[src/verilog/cpi_pkg.sv]
// Purpose: Shared constants and carriers for the card PIN and record increment core
// Assumes: One command in flight; terminal framing and file selection happen upstream
// Notes:   Functional notes below, one line per behaviour
//
// Functional notes
// - A PIN check with data compares it against the stored reference of that key.
// - Comparison happens only when the addressed PIN is neither disabled nor blocked.
// - PIN-protected file operations are refused until verified, unless the PIN is disabled; the core answers search without this check.
// - A correct comparison restores the remaining-attempts counter to three.
// - A wrong comparison decrements the shared counter, whatever the channel.
// - First wrong presentation answers 63C2.
// - Second wrong presentation answers 63C1; the counter survives card resets.
// - Third wrong presentation blocks the PIN and answers 63C0.
// - Any later valued check on a blocked PIN answers 6983 without comparing.
// - A blocked PIN leaves protected access unfulfilled until an unblock succeeds.
// - A check with empty data only reports the counter selected by P2.
// - The empty-data query works even when the PIN is disabled or blocked.
// - Remaining retries are reported as 63CX with X the count.
// - An empty-data query on a blocked PIN answers 63C0.
// - Increment on a listed file with unmet access condition answers 6982 and leaves the file alone.
// - Increment adds the operand to the newest record and writes the oldest.
// - After increment the written record becomes record one.
// - Increment answers the new record value followed by the added value.
// - A sum beyond all-ones stores nothing and answers 9850.
// - Increment on a file whose rule lacks the instruction answers an error.
// - Search with empty expected length returns no data and 9000.
// - Search with nonzero expected length returns at most that many record numbers.

`default_nettype none

package cpi_pkg;

  // ----------------------------------------------------------------
  // Sizes
  // ----------------------------------------------------------------
  localparam int PIN_NUM = 2;
  localparam int PSEL_W = 1;
  localparam int PIN_BYTES = 8;
  localparam int DATA_W = 8 * PIN_BYTES;
  localparam int REC_LEN = 3;
  localparam int REC_NUM = 4;
  localparam int PTR_W = 2;
  localparam int RSP_MAX = 2 * REC_LEN;
  localparam int LEN_W = 3;
  localparam int CTR_W = 2;
  localparam int PSEL_BIT = 7;

  // ----------------------------------------------------------------
  // Values
  // ----------------------------------------------------------------
  localparam logic [CTR_W-1:0] CTR_INIT = 2'h3;
  localparam logic [CTR_W-1:0] CTR_ZERO = 2'h0;
  localparam logic [7:0] LC_PIN = 8'h08;
  localparam logic [7:0] LC_REC = 8'h03;
  localparam logic [7:0] LC_NONE = 8'h00;
  localparam logic [LEN_W-1:0] LEN_INC = 3'h6;
  localparam logic [PTR_W-1:0] PTR_LAST = 2'h3;

  // ----------------------------------------------------------------
  // Instruction codes
  // ----------------------------------------------------------------
  localparam logic [7:0] INS_VERIFY = 8'h20;
  localparam logic [7:0] INS_UNBLOCK = 8'h2C;
  localparam logic [7:0] INS_INCREMENT = 8'h32;
  localparam logic [7:0] INS_SEARCH = 8'hA2;
  localparam logic [7:0] INS_READ = 8'hB0;
  localparam logic [7:0] INS_UPDATE = 8'hDC;

  // ----------------------------------------------------------------
  // Status words
  // ----------------------------------------------------------------
  localparam logic [15:0] SW_OK = 16'h9000;
  localparam logic [15:0] SW_RETRY = 16'h63C0;
  localparam logic [15:0] SW_BLOCKED = 16'h6983;
  localparam logic [15:0] SW_DISABLED = 16'h6984;
  localparam logic [15:0] SW_SECURITY = 16'h6982;
  localparam logic [15:0] SW_NOT_ALLOWED = 16'h6986;
  localparam logic [15:0] SW_MAX_REACHED = 16'h9850;
  localparam logic [15:0] SW_WRONG_LEN = 16'h6700;
  localparam logic [15:0] SW_BAD_INS = 16'h6D00;

  // ----------------------------------------------------------------
  // Carriers
  // ----------------------------------------------------------------
  typedef struct packed {
    logic [7:0] ins;
    logic [7:0] p2;
    logic [7:0] lc;
    logic [DATA_W-1:0] data;
    logic le_present;
    logic [7:0] le;
    logic [REC_NUM-1:0] match;
  } cpi_cmd_t;

  typedef struct packed {
    logic [15:0] sw;
    logic [LEN_W-1:0] len;
    logic [8*RSP_MAX-1:0] data;
  } cpi_rsp_t;

  typedef struct packed {
    logic inc_listed;
    logic ac_is_pin;
    logic [PSEL_W-1:0] ac_pin;
  } cpi_file_t;

endpackage : cpi_pkg

`default_nettype wire

[src/verilog/cpi_rec_mem.sv]
// Purpose: Record store of the cyclic file, one record per word
// Assumes: Single port; a write and a read never share a cycle
// Notes:   Contents are not cleared by reset, like the card's non-volatile store

`default_nettype none

module cpi_rec_mem #(
  parameter int DEPTH = 4,
  parameter int WIDTH = 24,
  parameter int AW = 2
) (
  // Clock and reset
  input wire logic sys_clk,
  input wire logic sys_rst,
  // Access port
  input wire logic we,
  input wire logic rd_en,
  input wire logic [AW-1:0] addr,
  input wire logic [WIDTH-1:0] wdata,
  output logic [WIDTH-1:0] rdata
);

  logic [WIDTH-1:0] mem_reg [DEPTH];

  always_ff @(posedge sys_clk) begin
    if (we) begin
      mem_reg[addr] <= wdata;
    end
  end

  always_ff @(posedge sys_clk) begin
    if (sys_rst) begin
      rdata <= '0;
    end else if (rd_en) begin
      rdata <= mem_reg[addr];
    end
  end

endmodule : cpi_rec_mem

`default_nettype wire

[src/verilog/cpi_rec_add.sv]
// Purpose: Unsigned big-endian record adder with overflow flag
// Assumes: Byte 0 of the vector is the least significant, last on the wire
// Notes:   Ripple carry per byte; three bytes settle well inside one cycle

`default_nettype none

module cpi_rec_add #(
  parameter int BYTES = 3
) (
  // Operands
  input wire logic [8*BYTES-1:0] a,
  input wire logic [8*BYTES-1:0] b,
  // Result
  output logic [8*BYTES-1:0] sum,
  output logic ovf
);

  logic [BYTES:0] carry;

  assign carry[0] = 1'b0;

  for (genvar g = 0; g < BYTES; g++) begin : g_byte
    assign {carry[g+1], sum[8*g +: 8]} = {1'b0, a[8*g +: 8]} + {1'b0, b[8*g +: 8]} + {8'h00, carry[g]};
  end

  assign ovf = carry[BYTES];

endmodule : cpi_rec_add

`default_nettype wire

[src/verilog/cpi_cmd_core.sv]
// Purpose: PIN check, retry counter, record increment and search length limiting
// Assumes: Commands arrive on sys_clk already decoded from the terminal's frames
// Notes:   pwr_rst models first power-up of the non-volatile counters and pointer

`default_nettype none

module cpi_cmd_core
  import cpi_pkg::*;
(
  // Clock and resets
  input wire logic sys_clk,
  input wire logic sys_rst,
  input wire logic pwr_rst,
  // Command from the terminal
  input wire logic cmd_valid,
  input wire cpi_cmd_t cmd,
  output logic cmd_ready,
  // Response to the terminal
  output logic rsp_valid,
  output cpi_rsp_t rsp,
  // Card context
  input wire logic [PIN_NUM-1:0] pin_disabled,
  input wire logic [PIN_NUM-1:0][DATA_W-1:0] pin_ref,
  input wire cpi_file_t file_attr,
  // Security state
  output logic [PIN_NUM-1:0] pin_blocked,
  output logic [PIN_NUM-1:0] pin_verified
);

  // ----------------------------------------------------------------
  // Types and functions
  // ----------------------------------------------------------------
  typedef enum logic [1:0] {
    S_IDLE = 2'b01,
    S_CALC = 2'b10
  } cpi_state_t;

  function automatic logic [PSEL_W-1:0] pin_sel(input logic [7:0] p2);
    return p2[PSEL_BIT];
  endfunction : pin_sel

  function automatic logic [PTR_W-1:0] older(input logic [PTR_W-1:0] p);
    logic [PTR_W-1:0] r;
    r = (p == '0) ? PTR_LAST : p - 1'b1;
    return r;
  endfunction : older

  // 63CX: the low nibble carries the attempts left
  function automatic logic [15:0] retry_sw(input logic [CTR_W-1:0] c);
    return SW_RETRY | 16'(c);
  endfunction : retry_sw

  // Match bit k stands for record k+1, listed in ascending search order
  function automatic cpi_rsp_t build_list(
    input logic [REC_NUM-1:0] mask,
    input logic present,
    input logic [7:0] lim
  );
    cpi_rsp_t r;
    r = '0;
    r.sw = SW_OK;
    for (int k = 0; k < REC_NUM; k++) begin
      if (present && mask[k] && (lim == LC_NONE || 8'(r.len) < lim)) begin
        r.data[8*RSP_MAX-1-8*r.len -: 8] = 8'(k + 1);
        r.len = r.len + 1'b1;
      end
    end
    return r;
  endfunction : build_list

  // ----------------------------------------------------------------
  // State
  // ----------------------------------------------------------------
  cpi_state_t state_reg;
  cpi_state_t state_next;
  logic ready_reg;
  logic rsp_valid_reg;
  cpi_rsp_t rsp_reg;
  cpi_rsp_t rsp_d;
  logic rsp_fire;
  logic [CTR_W-1:0] ctr_reg [PIN_NUM];
  logic [PIN_NUM-1:0] ver_reg;
  logic [PIN_NUM-1:0] blocked_reg;
  logic [PIN_NUM-1:0] verified_reg;
  logic [PTR_W-1:0] newest_reg;
  logic [PTR_W-1:0] newest_next;
  logic [8*REC_LEN-1:0] opnd_reg;
  logic [8*REC_LEN-1:0] opnd_next;

  // ----------------------------------------------------------------
  // Record store and adder
  // ----------------------------------------------------------------
  logic mem_we;
  logic mem_rd;
  logic [PTR_W-1:0] mem_addr;
  logic [8*REC_LEN-1:0] mem_wdata;
  logic [8*REC_LEN-1:0] mem_rdata;
  logic [8*REC_LEN-1:0] sum;
  logic ovf;

  // Single port is enough: the read and the write of an increment are a cycle apart
  cpi_rec_mem #(
    .DEPTH(REC_NUM),
    .WIDTH(8 * REC_LEN),
    .AW(PTR_W)
  ) u_mem (
    .sys_clk(sys_clk),
    .sys_rst(sys_rst),
    .we(mem_we),
    .rd_en(mem_rd),
    .addr(mem_addr),
    .wdata(mem_wdata),
    .rdata(mem_rdata)
  );

  cpi_rec_add #(
    .BYTES(REC_LEN)
  ) u_add (
    .a(mem_rdata),
    .b(opnd_reg),
    .sum(sum),
    .ovf(ovf)
  );

  // ----------------------------------------------------------------
  // Decode
  // ----------------------------------------------------------------
  wire logic take = cmd_valid && ready_reg;
  wire logic is_verify = cmd.ins == INS_VERIFY;
  wire logic is_unblock = cmd.ins == INS_UNBLOCK;
  wire logic is_inc = cmd.ins == INS_INCREMENT;
  wire logic is_search = cmd.ins == INS_SEARCH;
  wire logic is_read = cmd.ins == INS_READ;
  wire logic is_update = cmd.ins == INS_UPDATE;
  wire logic has_data = cmd.lc != LC_NONE;
  wire logic [PSEL_W-1:0] vsel = pin_sel(cmd.p2);
  wire logic [PSEL_W-1:0] asel = file_attr.ac_pin;
  wire logic [CTR_W-1:0] v_ctr = ctr_reg[vsel];
  wire logic [CTR_W-1:0] v_ctr_dec = v_ctr - 1'b1;
  wire logic v_blocked = v_ctr == CTR_ZERO;
  wire logic v_dis = pin_disabled[vsel];
  wire logic v_len_ok = cmd.lc == LC_PIN;
  wire logic v_match = cmd.data == pin_ref[vsel];
  wire logic [PTR_W-1:0] oldest = older(newest_reg);
  wire logic rec_op = is_inc || is_update;
  wire logic rec_len_ok = cmd.lc == LC_REC;
  wire cpi_rsp_t search_rsp = build_list(cmd.match, cmd.le_present, cmd.le);

  // Comparison only on a usable PIN; blocked never compares
  wire logic v_usable = !v_dis && !v_blocked;
  wire logic v_cmp = take && is_verify && has_data && v_usable && v_len_ok;
  wire logic v_good = v_cmp && v_match;
  wire logic v_bad = v_cmp && !v_match;
  wire logic v_unblock = take && is_unblock;

  // A blocked PIN has counter zero, so it can never count as verified
  wire logic ac_pin_ok = ver_reg[asel] && (ctr_reg[asel] != CTR_ZERO);
  wire logic ac_met = !file_attr.ac_is_pin || pin_disabled[asel] || ac_pin_ok;

  // ----------------------------------------------------------------
  // Increment result
  // ----------------------------------------------------------------
  // Operand is held in a register so the command may change after the take
  wire logic inc_store = !ovf;
  wire logic [8*RSP_MAX-1:0] inc_data = {sum, opnd_reg};

  // ----------------------------------------------------------------
  // Status word of a PIN check
  // ----------------------------------------------------------------
  logic [15:0] verify_sw;

  always_comb begin
    if (!has_data) begin
      verify_sw = retry_sw(v_ctr);
    end else if (v_blocked) begin
      verify_sw = SW_BLOCKED;
    end else if (v_dis) begin
      verify_sw = SW_DISABLED;
    end else if (!v_len_ok) begin
      verify_sw = SW_WRONG_LEN;
    end else if (v_match) begin
      verify_sw = SW_OK;
    end else begin
      verify_sw = retry_sw(v_ctr_dec);
    end
  end

  // ----------------------------------------------------------------
  // Command sequencing
  // ----------------------------------------------------------------
  always_comb begin
    state_next = state_reg;
    rsp_d = '0;
    rsp_fire = 1'b0;
    mem_we = 1'b0;
    mem_rd = 1'b0;
    mem_addr = newest_reg;
    mem_wdata = cmd.data[8*REC_LEN-1:0];
    newest_next = newest_reg;
    opnd_next = opnd_reg;
    case (state_reg)
      S_IDLE: begin
        if (take) begin
          rsp_fire = 1'b1;
          if (is_verify) begin
            rsp_d.sw = verify_sw;
          end else if (is_search) begin
            rsp_d = search_rsp;
          end else if (is_read) begin
            rsp_d.sw = ac_met ? SW_OK : SW_SECURITY;
          end else if (is_unblock) begin
            rsp_d.sw = SW_OK;
          end else if (is_inc && !file_attr.inc_listed) begin
            rsp_d.sw = SW_NOT_ALLOWED;
          end else if (rec_op && !ac_met) begin
            rsp_d.sw = SW_SECURITY;
          end else if (rec_op && !rec_len_ok) begin
            rsp_d.sw = SW_WRONG_LEN;
          end else if (is_inc) begin
            // Fetch the newest record; the answer comes after the add
            rsp_fire = 1'b0;
            mem_rd = 1'b1;
            opnd_next = cmd.data[8*REC_LEN-1:0];
            state_next = S_CALC;
          end else if (is_update) begin
            mem_we = 1'b1;
            mem_addr = oldest;
            newest_next = oldest;
            rsp_d.sw = SW_OK;
          end else begin
            rsp_d.sw = SW_BAD_INS;
          end
        end
      end
      S_CALC: begin
        rsp_fire = 1'b1;
        state_next = S_IDLE;
        // Overflow leaves both the store and the pointer alone
        if (!inc_store) begin
          rsp_d.sw = SW_MAX_REACHED;
        end else begin
          mem_we = 1'b1;
          mem_addr = oldest;
          mem_wdata = sum;
          newest_next = oldest;
          rsp_d.sw = SW_OK;
          rsp_d.len = LEN_INC;
          rsp_d.data = inc_data;
        end
      end
      default: begin
        state_next = S_IDLE;
      end
    endcase
  end

  // ----------------------------------------------------------------
  // Sequencer and response registers
  // ----------------------------------------------------------------
  always_ff @(posedge sys_clk) begin
    if (sys_rst) begin
      state_reg <= S_IDLE;
      ready_reg <= 1'b0;
      rsp_valid_reg <= 1'b0;
      rsp_reg <= '0;
      opnd_reg <= '0;
    end else begin
      state_reg <= state_next;
      ready_reg <= state_next == S_IDLE;
      rsp_valid_reg <= rsp_fire;
      opnd_reg <= opnd_next;
      if (rsp_fire) begin
        rsp_reg <= rsp_d;
      end
    end
  end

  // ----------------------------------------------------------------
  // Record pointer
  // ----------------------------------------------------------------
  // Record one survives card resets, like the record contents
  always_ff @(posedge sys_clk) begin
    if (pwr_rst) begin
      newest_reg <= '0;
    end else begin
      newest_reg <= newest_next;
    end
  end

  // ----------------------------------------------------------------
  // Per-PIN counters and security state
  // ----------------------------------------------------------------
  for (genvar i = 0; i < PIN_NUM; i++) begin : g_pin
    wire logic hit = vsel == PSEL_W'(i);
    wire logic ctr_load = hit && (v_good || v_unblock);
    wire logic ctr_step = hit && v_bad;
    wire logic ver_load = hit && v_cmp;
    wire logic at_zero = ctr_reg[i] == CTR_ZERO;

    // Counter is non-volatile and shared by every channel
    always_ff @(posedge sys_clk) begin
      if (pwr_rst) begin
        ctr_reg[i] <= CTR_INIT;
      end else if (ctr_load) begin
        ctr_reg[i] <= CTR_INIT;
      end else if (ctr_step) begin
        ctr_reg[i] <= ctr_reg[i] - 1'b1;
      end
    end

    // Verified state lasts one card session only
    always_ff @(posedge sys_clk) begin
      if (sys_rst) begin
        ver_reg[i] <= 1'b0;
      end else if (ver_load) begin
        ver_reg[i] <= v_match;
      end
    end

    always_ff @(posedge sys_clk) begin
      if (sys_rst) begin
        blocked_reg[i] <= 1'b0;
        verified_reg[i] <= 1'b0;
      end else begin
        blocked_reg[i] <= at_zero;
        verified_reg[i] <= ver_reg[i];
      end
    end
  end

  // ----------------------------------------------------------------
  // Outputs
  // ----------------------------------------------------------------
  assign cmd_ready = ready_reg;
  assign rsp_valid = rsp_valid_reg;
  assign rsp = rsp_reg;
  assign pin_blocked = blocked_reg;
  assign pin_verified = verified_reg;

endmodule : cpi_cmd_core

`default_nettype wire

[config.mk]
export PLATFORM = sky130hd
export DESIGN_NAME = cpi_cmd_core
export DESIGN_NICKNAME = d
export VERILOG_FILES = /design/src/verilog/cpi_pkg.sv /design/src/verilog/cpi_rec_mem.sv /design/src/verilog/cpi_rec_add.sv /design/src/verilog/cpi_cmd_core.sv
export SDC_FILE = /design/constraint.sdc
export NUM_CORES = 1
export LEC_CHECK = 0
export BUFFER_PORTS_ARGS = -buffer_cell sky130_fd_sc_hd__buf_2
export CORE_ASPECT_RATIO = 1.1
export CORE_MARGIN = 2
export CORE_UTILIZATION = 44
export CTS_BUF_LIST = sky130_fd_sc_hd__clkbuf_8
export DETAILED_ROUTE_END_ITERATION = 8
export PLACE_DENSITY = 0.68
export SYNTH_ARGS = -nofsm -noshare
export SYNTH_HDL_FRONTEND = slang
export SYNTH_HIERARCHICAL = 1
export SYNTH_SLANG_ARGS = --single-unit
[constraint.sdc]
create_clock -name sys_clk -period 10.5 [get_ports sys_clk]
set_input_delay 0.525 -clock sys_clk [delete_from_list [all_inputs] [get_ports sys_clk]]
set_output_delay 0.525 -clock sys_clk [all_outputs]
set_load 0.02 [all_outputs]
Word-level counts from Yosys, hierarchy flattened
Memory sizes are Yosys's and may differ from the RTL's. A register that Yosys moved wholly into a read port is not among the register bits.
Cells that the tools add are included.
- reductions and logical operators: 50
- bitwise operators: 12
- add/sub/neg operators: 18
- $lt $le $gt $ge: 6
- multiplexer cells: 115
- equality and inequality tests: 12
- shift operators: 6
- operators with widths (kind ; count):
    51-bit 2-to-1 mux ; 6
    16-bit 2-to-1 mux ; 15
    8-bit by 34-bit variable shift with 55-bit output, first input constant ; 3
    8-bit by 34-bit indexed part select with 55-bit output, first input constant ; 3
    48-bit bitwise mux ; 3
    67-bit case mux with 2 select lines ; 1
    64-bit 2-to-1 mux ; 2
    32-bit negation with 34-bit output ; 3
    67-bit 2-to-1 mux ; 1
    64-bit equality test ; 1
    1-bit 2-to-1 mux ; 54
    2-bit 2-to-1 mux ; 26
    24-bit 2-to-1 mux ; 2
    8-bit by 8-bit adder with 9-bit output ; 3
    1-bit logical AND ; 27
    8-bit by 6-bit equality test with 1-bit output, second input constant ; 3
    8-bit equality test, second input constant ; 3
    3-bit by 8-bit < comparator with 1-bit output ; 3
    6-bit by 6-bit subtractor with 7-bit output, first input constant ; 3
    9-bit by 1-bit adder with 9-bit output ; 2
    12-bit 2-to-1 mux ; 1
    10-bit AND reduction ; 1
    3-bit by 1-bit adder with 3-bit output, second input constant ; 3
    9-bit 2-to-1 mux ; 1
    other kinds (17) ; 49
- bits of input ports: 238
- bits in registers: 103
- bits in writable memories: 100
- memories kept: 2
- memories (name ; words ; width ; read ports ; clocked after memory_dff ; write ports ; RTL line ; RTL):
    u_mem.mem_reg ; 4 ; 24 ; 1 ; 1 ; 1 ; cpi_rec_mem.sv:23 ; logic [WIDTH-1:0] mem_reg [DEPTH];
    ctr_reg ; 2 ; 2 ; 4 ; 0 ; 2 ; cpi_cmd_core.sv:81 ; logic [CTR_W-1:0] ctr_reg [PIN_NUM];

Logic depth before layout (Yosys ltp)
- depth in word-level cells: 23
- mapped depth: 27
- gate-level depth less buffers: 24

Modules after synthesis
Netlist, hierarchy kept.
- by module, submodules not included (module ; seq. area each (sq um) ; times used ; area an instance (sq um) ; cells each):
    cpi_cmd_core ; 2082.0 ; 1 ; 6744.0 ; 873
    cpi_rec_mem ; 3363.2 ; 1 ; 4553.1 ; 282
    cpi_rec_add ; 0.0 ; 1 ; 972.2 ; 117

Worst setup path after synthesis
Ideal clock, no wire load.
- path type: reg2reg
- from: reg u_mem.rdata[0] (read register of u_mem.mem_reg)
- to: mem u_mem.mem_reg[0][0], enable pin
- path buffers: 4
- stages on the path, launching flop included: 24
- data arrival time: 7.053 ns
- setup slack: 3.006 ns
- library setup time: 0.440 ns
- cells stage by stage: dfxtp_1 ha_1 fa_1 a21oi_1 o21a_1 o21ai_0 fa_1 fa_1 a21o_1 a21oi_1 a2bb2oi_1 a21oi_1 fa_1 fa_1 a21oi_1 o21a_1 o21ai_0 clkbuf_1 a211o_1 o221a_2 buf_4 buf_4 buf_4 nor3b_1
- elaborated cells on any way between the ends: 9
- RTL lines (item ; RTL line ; RTL):
    start: declaration ; cpi_rec_mem.sv:20 ; output logic [WIDTH-1:0] rdata
    8-bit by 8-bit adder with 9-bit output ; cpi_rec_add.sv:23 ; assign {carry[g+1], sum[8*g +: 8]} = {1'b0, a[8*g +: 8]} + {1'b0, b[8*g +: 8]} + {8'h00, carry[g]};
    9-bit by 1-bit adder with 9-bit output (2 in series) ; cpi_rec_add.sv:23 ;
    net ovf ; cpi_cmd_core.sv:99 ; logic ovf;
    2-bit 2-to-1 mux ; - ;
    2-bit case mux with 2 select lines ; - ;
    net mem_addr[0] ; cpi_cmd_core.sv:95 ; logic [PTR_W-1:0] mem_addr;
    end: declaration ; cpi_rec_mem.sv:23 ;
The timed path passes the listed nets, and every way through them passes these cells.

Final worst setup path
- from: reg opnd_reg[0]
- to: mem u_mem.mem_reg[2][19], enable pin
- elaborated cells on any way between the ends: 9
- RTL lines (item ; RTL line ; RTL):
    start: declaration ; cpi_cmd_core.sv:87 ; logic [8*REC_LEN-1:0] opnd_reg;
    start signal: assignment ; cpi_cmd_core.sv:271 ; opnd_reg <= opnd_next;
    8-bit by 8-bit adder with 9-bit output ; cpi_rec_add.sv:23 ;
    9-bit by 1-bit adder with 9-bit output (2 in series) ; cpi_rec_add.sv:23 ;
    net ovf ; cpi_cmd_core.sv:99 ;
    2-bit 2-to-1 mux ; - ;
    2-bit case mux with 2 select lines ; - ;
    net mem_addr[1] ; cpi_cmd_core.sv:95 ;
The timed path passes the listed nets, and every way through them passes these cells.

==> metrics.txt <==
max frequency 137 MHz; Initial DRT Pass Iterations 5; global placement routability congestion 0.932; vias in the first global route 10473; nets approximately 1800; max_slew headroom 0.252; Synth Instances approximately 1300; FP Rows 64; logic gate share of total power 0.104; root buffer cell clkbuf_8; hold slack 0.257 ns; period utilization 0.697; synth top area cells edfxtp_1 24%, dfxtp_1 20%, mux2i_1 7.0%, nand2_1 6.1%, xnor2_1 5.2%; Die Wd 163 um; Cell Area, Synth 0.0123 mm2; crit path kind flop to flop; most frequent cells in the layout 299 x buf_2, 199 x nand2_1, 122 x dfxtp_1; Clk pwr share 0.402; boundary pin count 311; Final Critical Period 7.32 ns; diodes inserted 0; CTS buffer count 36; worst clock skew 0.0253 ns; CTS H-Tree Depth 2; TritonCTS clock tree yes; pin count of the biggest net entering global routing 74; Final setup viols 0; wire length per cell 19.0 um; post-synth top area share 0.245; area grow syn2layout 19.5%; cell-internal power 1.39 mW; commonest non-fill, non-tap cell in the layout buf_2; max reg flops 96; Crit path arrival time 7.46 ns; sw power 0.455 mW; port bufs 301; drt initial violations 867; area leader, netlist edfxtp_1; Max Root-Sink Buffers 3; synth unique cells 82; Yosys warnings 6; Remaining DRCs 0; P_leak 6.13 nW; clock sinks approximately 220; sequential share of power 0.494; Overflow after GRT 0; EDFF count, synth 100; GRT Resource Usage Total 0.249; initial antenna violation count 0; crit end category flop; Core Util, Final 0.531; startpoint types flop; Initial Util 0.444; DR vias 10714; Die H approximately 180 um; Vias/cell 5.53; Slew @ Worst Pin 1.12 ns; Antenna Violating Nets Remaining 0; maximum vdd drop just under 70 uV; RSZ-0062 raised after global routing false; number of synthesized register bits ~220; dominant synthesized flop cell dfxtp_1; Sw Ratio 0.247; CP max FO 47; status finished clean; clock slew at reported path FFs 0.06 ns; die area 0.0292 mm2; Post-Route Setup TNS 0 ns; MaxCap Viol Count 0; share of cells above drive strength 1 0.263; Worst Path Required 10.64 ns; Final Hold Fails 0; Setup Fix Bufs, Post-CTS 0; Detailed Place HPWL 26800 um; overall power 1.84 mW; syn avg cell area 9.65 um2; async set or reset register ratio after synthesis 0; fin. max-slew vios 0; sequential fraction of the synthesis area 0.444; first-pass GRT wire length 56400 um; quantity of gates resized following cts 0; drt total wl 36800 um; Cell Pwr Density 125 mW/mm2; core area 0.0276 mm2; worst skew pair latency 0.53 ns; Hold Crit Class input port to flop; CTS Hold Buffers Added 0
cells in the mapped netlist, types with 4 or more instances:
| cell type | instances |
|---|---|
| nand2_1 | 199 |
| a2111oi_2 | 10 |
| o211ai_1 | 4 |
| buf_2 | 15 |
| a2111oi_1 | 7 |
| a211oi_1 | 12 |
| dfxtp_1 | 122 |
| nor4_2 | 6 |
| o21ai_0 | 20 |
| and3_1 | 4 |
| nor3_1 | 20 |
| a21o_1 | 24 |
| buf_4 | 11 |
| or3_1 | 5 |
| inv_1 | 29 |
| a21oi_1 | 81 |
| o22ai_1 | 9 |
| clkbuf_1 | 37 |
| xnor2_1 | 73 |
| a311oi_1 | 11 |
| nand3_1 | 48 |
| ha_1 | 37 |
| edfxtp_1 | 100 |
| o21ai_1 | 4 |
| nor4_1 | 15 |
| mux2i_1 | 86 |
| nor2b_1 | 11 |
| nor3b_1 | 22 |
| o21a_1 | 5 |
| nand2b_1 | 10 |
| nor2_1 | 108 |
| a221oi_1 | 4 |
| fa_1 | 6 |
| xor2_1 | 7 |
| mux2_2 | 6 |
| a22oi_1 | 5 |
| nand3b_1 | 4 |
| a21oi_2 | 4 |
| buf_6 | 8 |
| nand4_1 | 13 |
| a2111oi_0 | 7 |
layout make-up:
| class | count | area, um2 |
|---|---|---|
| Fill cell | 2538 | 13000 |
| Multi-Input combinational cell | 944 | 6330 |
| Sequential cell | 222 | 5450 |
| Timing Repair Buffer | 314 | 1610 |
| Clock buffer | 46 | 633 |
| Tap cell | 363 | 454 |
| Inverter | 30 | 113 |
| Clock inverter | 20 | 85.1 |
metrics by stage:
step | std cells | setup WS [ns] | area [um2]
3_3_place_gp | 1873 | 3.23 | 13900
2_1_floorplan | 1273 | 3.01 | 12300
5_1_grt | 1939 | 2.85 | 14700
4_1_cts | 1939 | 3.18 | 14700
3_5_place_dp | 1873 | 3.21 | 13900
6_report | 1939 | 3.18 | 14700
final timing paths:
path | start | endpoint | slack [ns] | cells after the start
worst min-delay path | pwr_rst | newest_reg[1] | 0.26 | 2
worst max-delay path | opnd_reg[0] | u_mem/mem_reg[2][19] | 3.18 | 23
worst min register to register | rsp[43] | rsp[43] | 0.45 | 2
worst max register to register | opnd_reg[0] | u_mem/mem_reg[2][19] | 3.18 | 23
worst max-delay path, cell delays in order, from the launching register on:
cell       delay [ns]
dfxtp_1          0.34
ha_1             0.22
fa_1             0.40
a21oi_1          0.37
o21a_1           0.20
o21ai_0          0.18
fa_1             0.46
fa_1             0.42
a21o_1           0.18
a21oi_1          0.29
a2bb2oi_1        0.25
a21oi_1          0.11
fa_1             0.41
fa_1             0.42
a21oi_1          0.29
o21a_1           0.20
o21ai_0          0.14
buf_4            0.20
o21ai_0          0.17
a22oi_1          0.13
o21ai_4          0.09
buf_4            0.52
nand2_1          0.20
nor2_4           0.73
logic make-up after synthesis:
group / after synthesis / synth area share
and+or+nand+nor: 487 / 0.190
AOI/OAI and AO/OA: 238 / 0.138
DFF: 222 / 0.444
buffers and inverters: 107 / 0.0453
muxes: 94 / 0.0784
xor gates and xnor gates: 80 / 0.0571
adders and majority gates: 43 / 0.0475
other: 1 / 0.000306
routing by layer:
layer	GRT usage	vias to the layer above	wire length, um
li1	-	5144	-
met1	0.327	5092	15900
met2	0.400	393	16900
met3	0.0428	85	2240
met4	0.121	0	1760
met5	0	-	0
power by group through the flow:
stage / combinational, mW / clock [mW] / sequential, mW
after floorplan: 0.105 / 0 / 0.934
after global placement: 0.186 / 0 / 0.929
after detailed placement: 0.189 / 0 / 0.929
after CTS: 0.190 / 0.752 / 0.910
after global routing: 0.209 / 0.792 / 0.910
final: 0.191 / 0.739 / 0.910
Note: power is estimated with default switching activity, not from simulation.
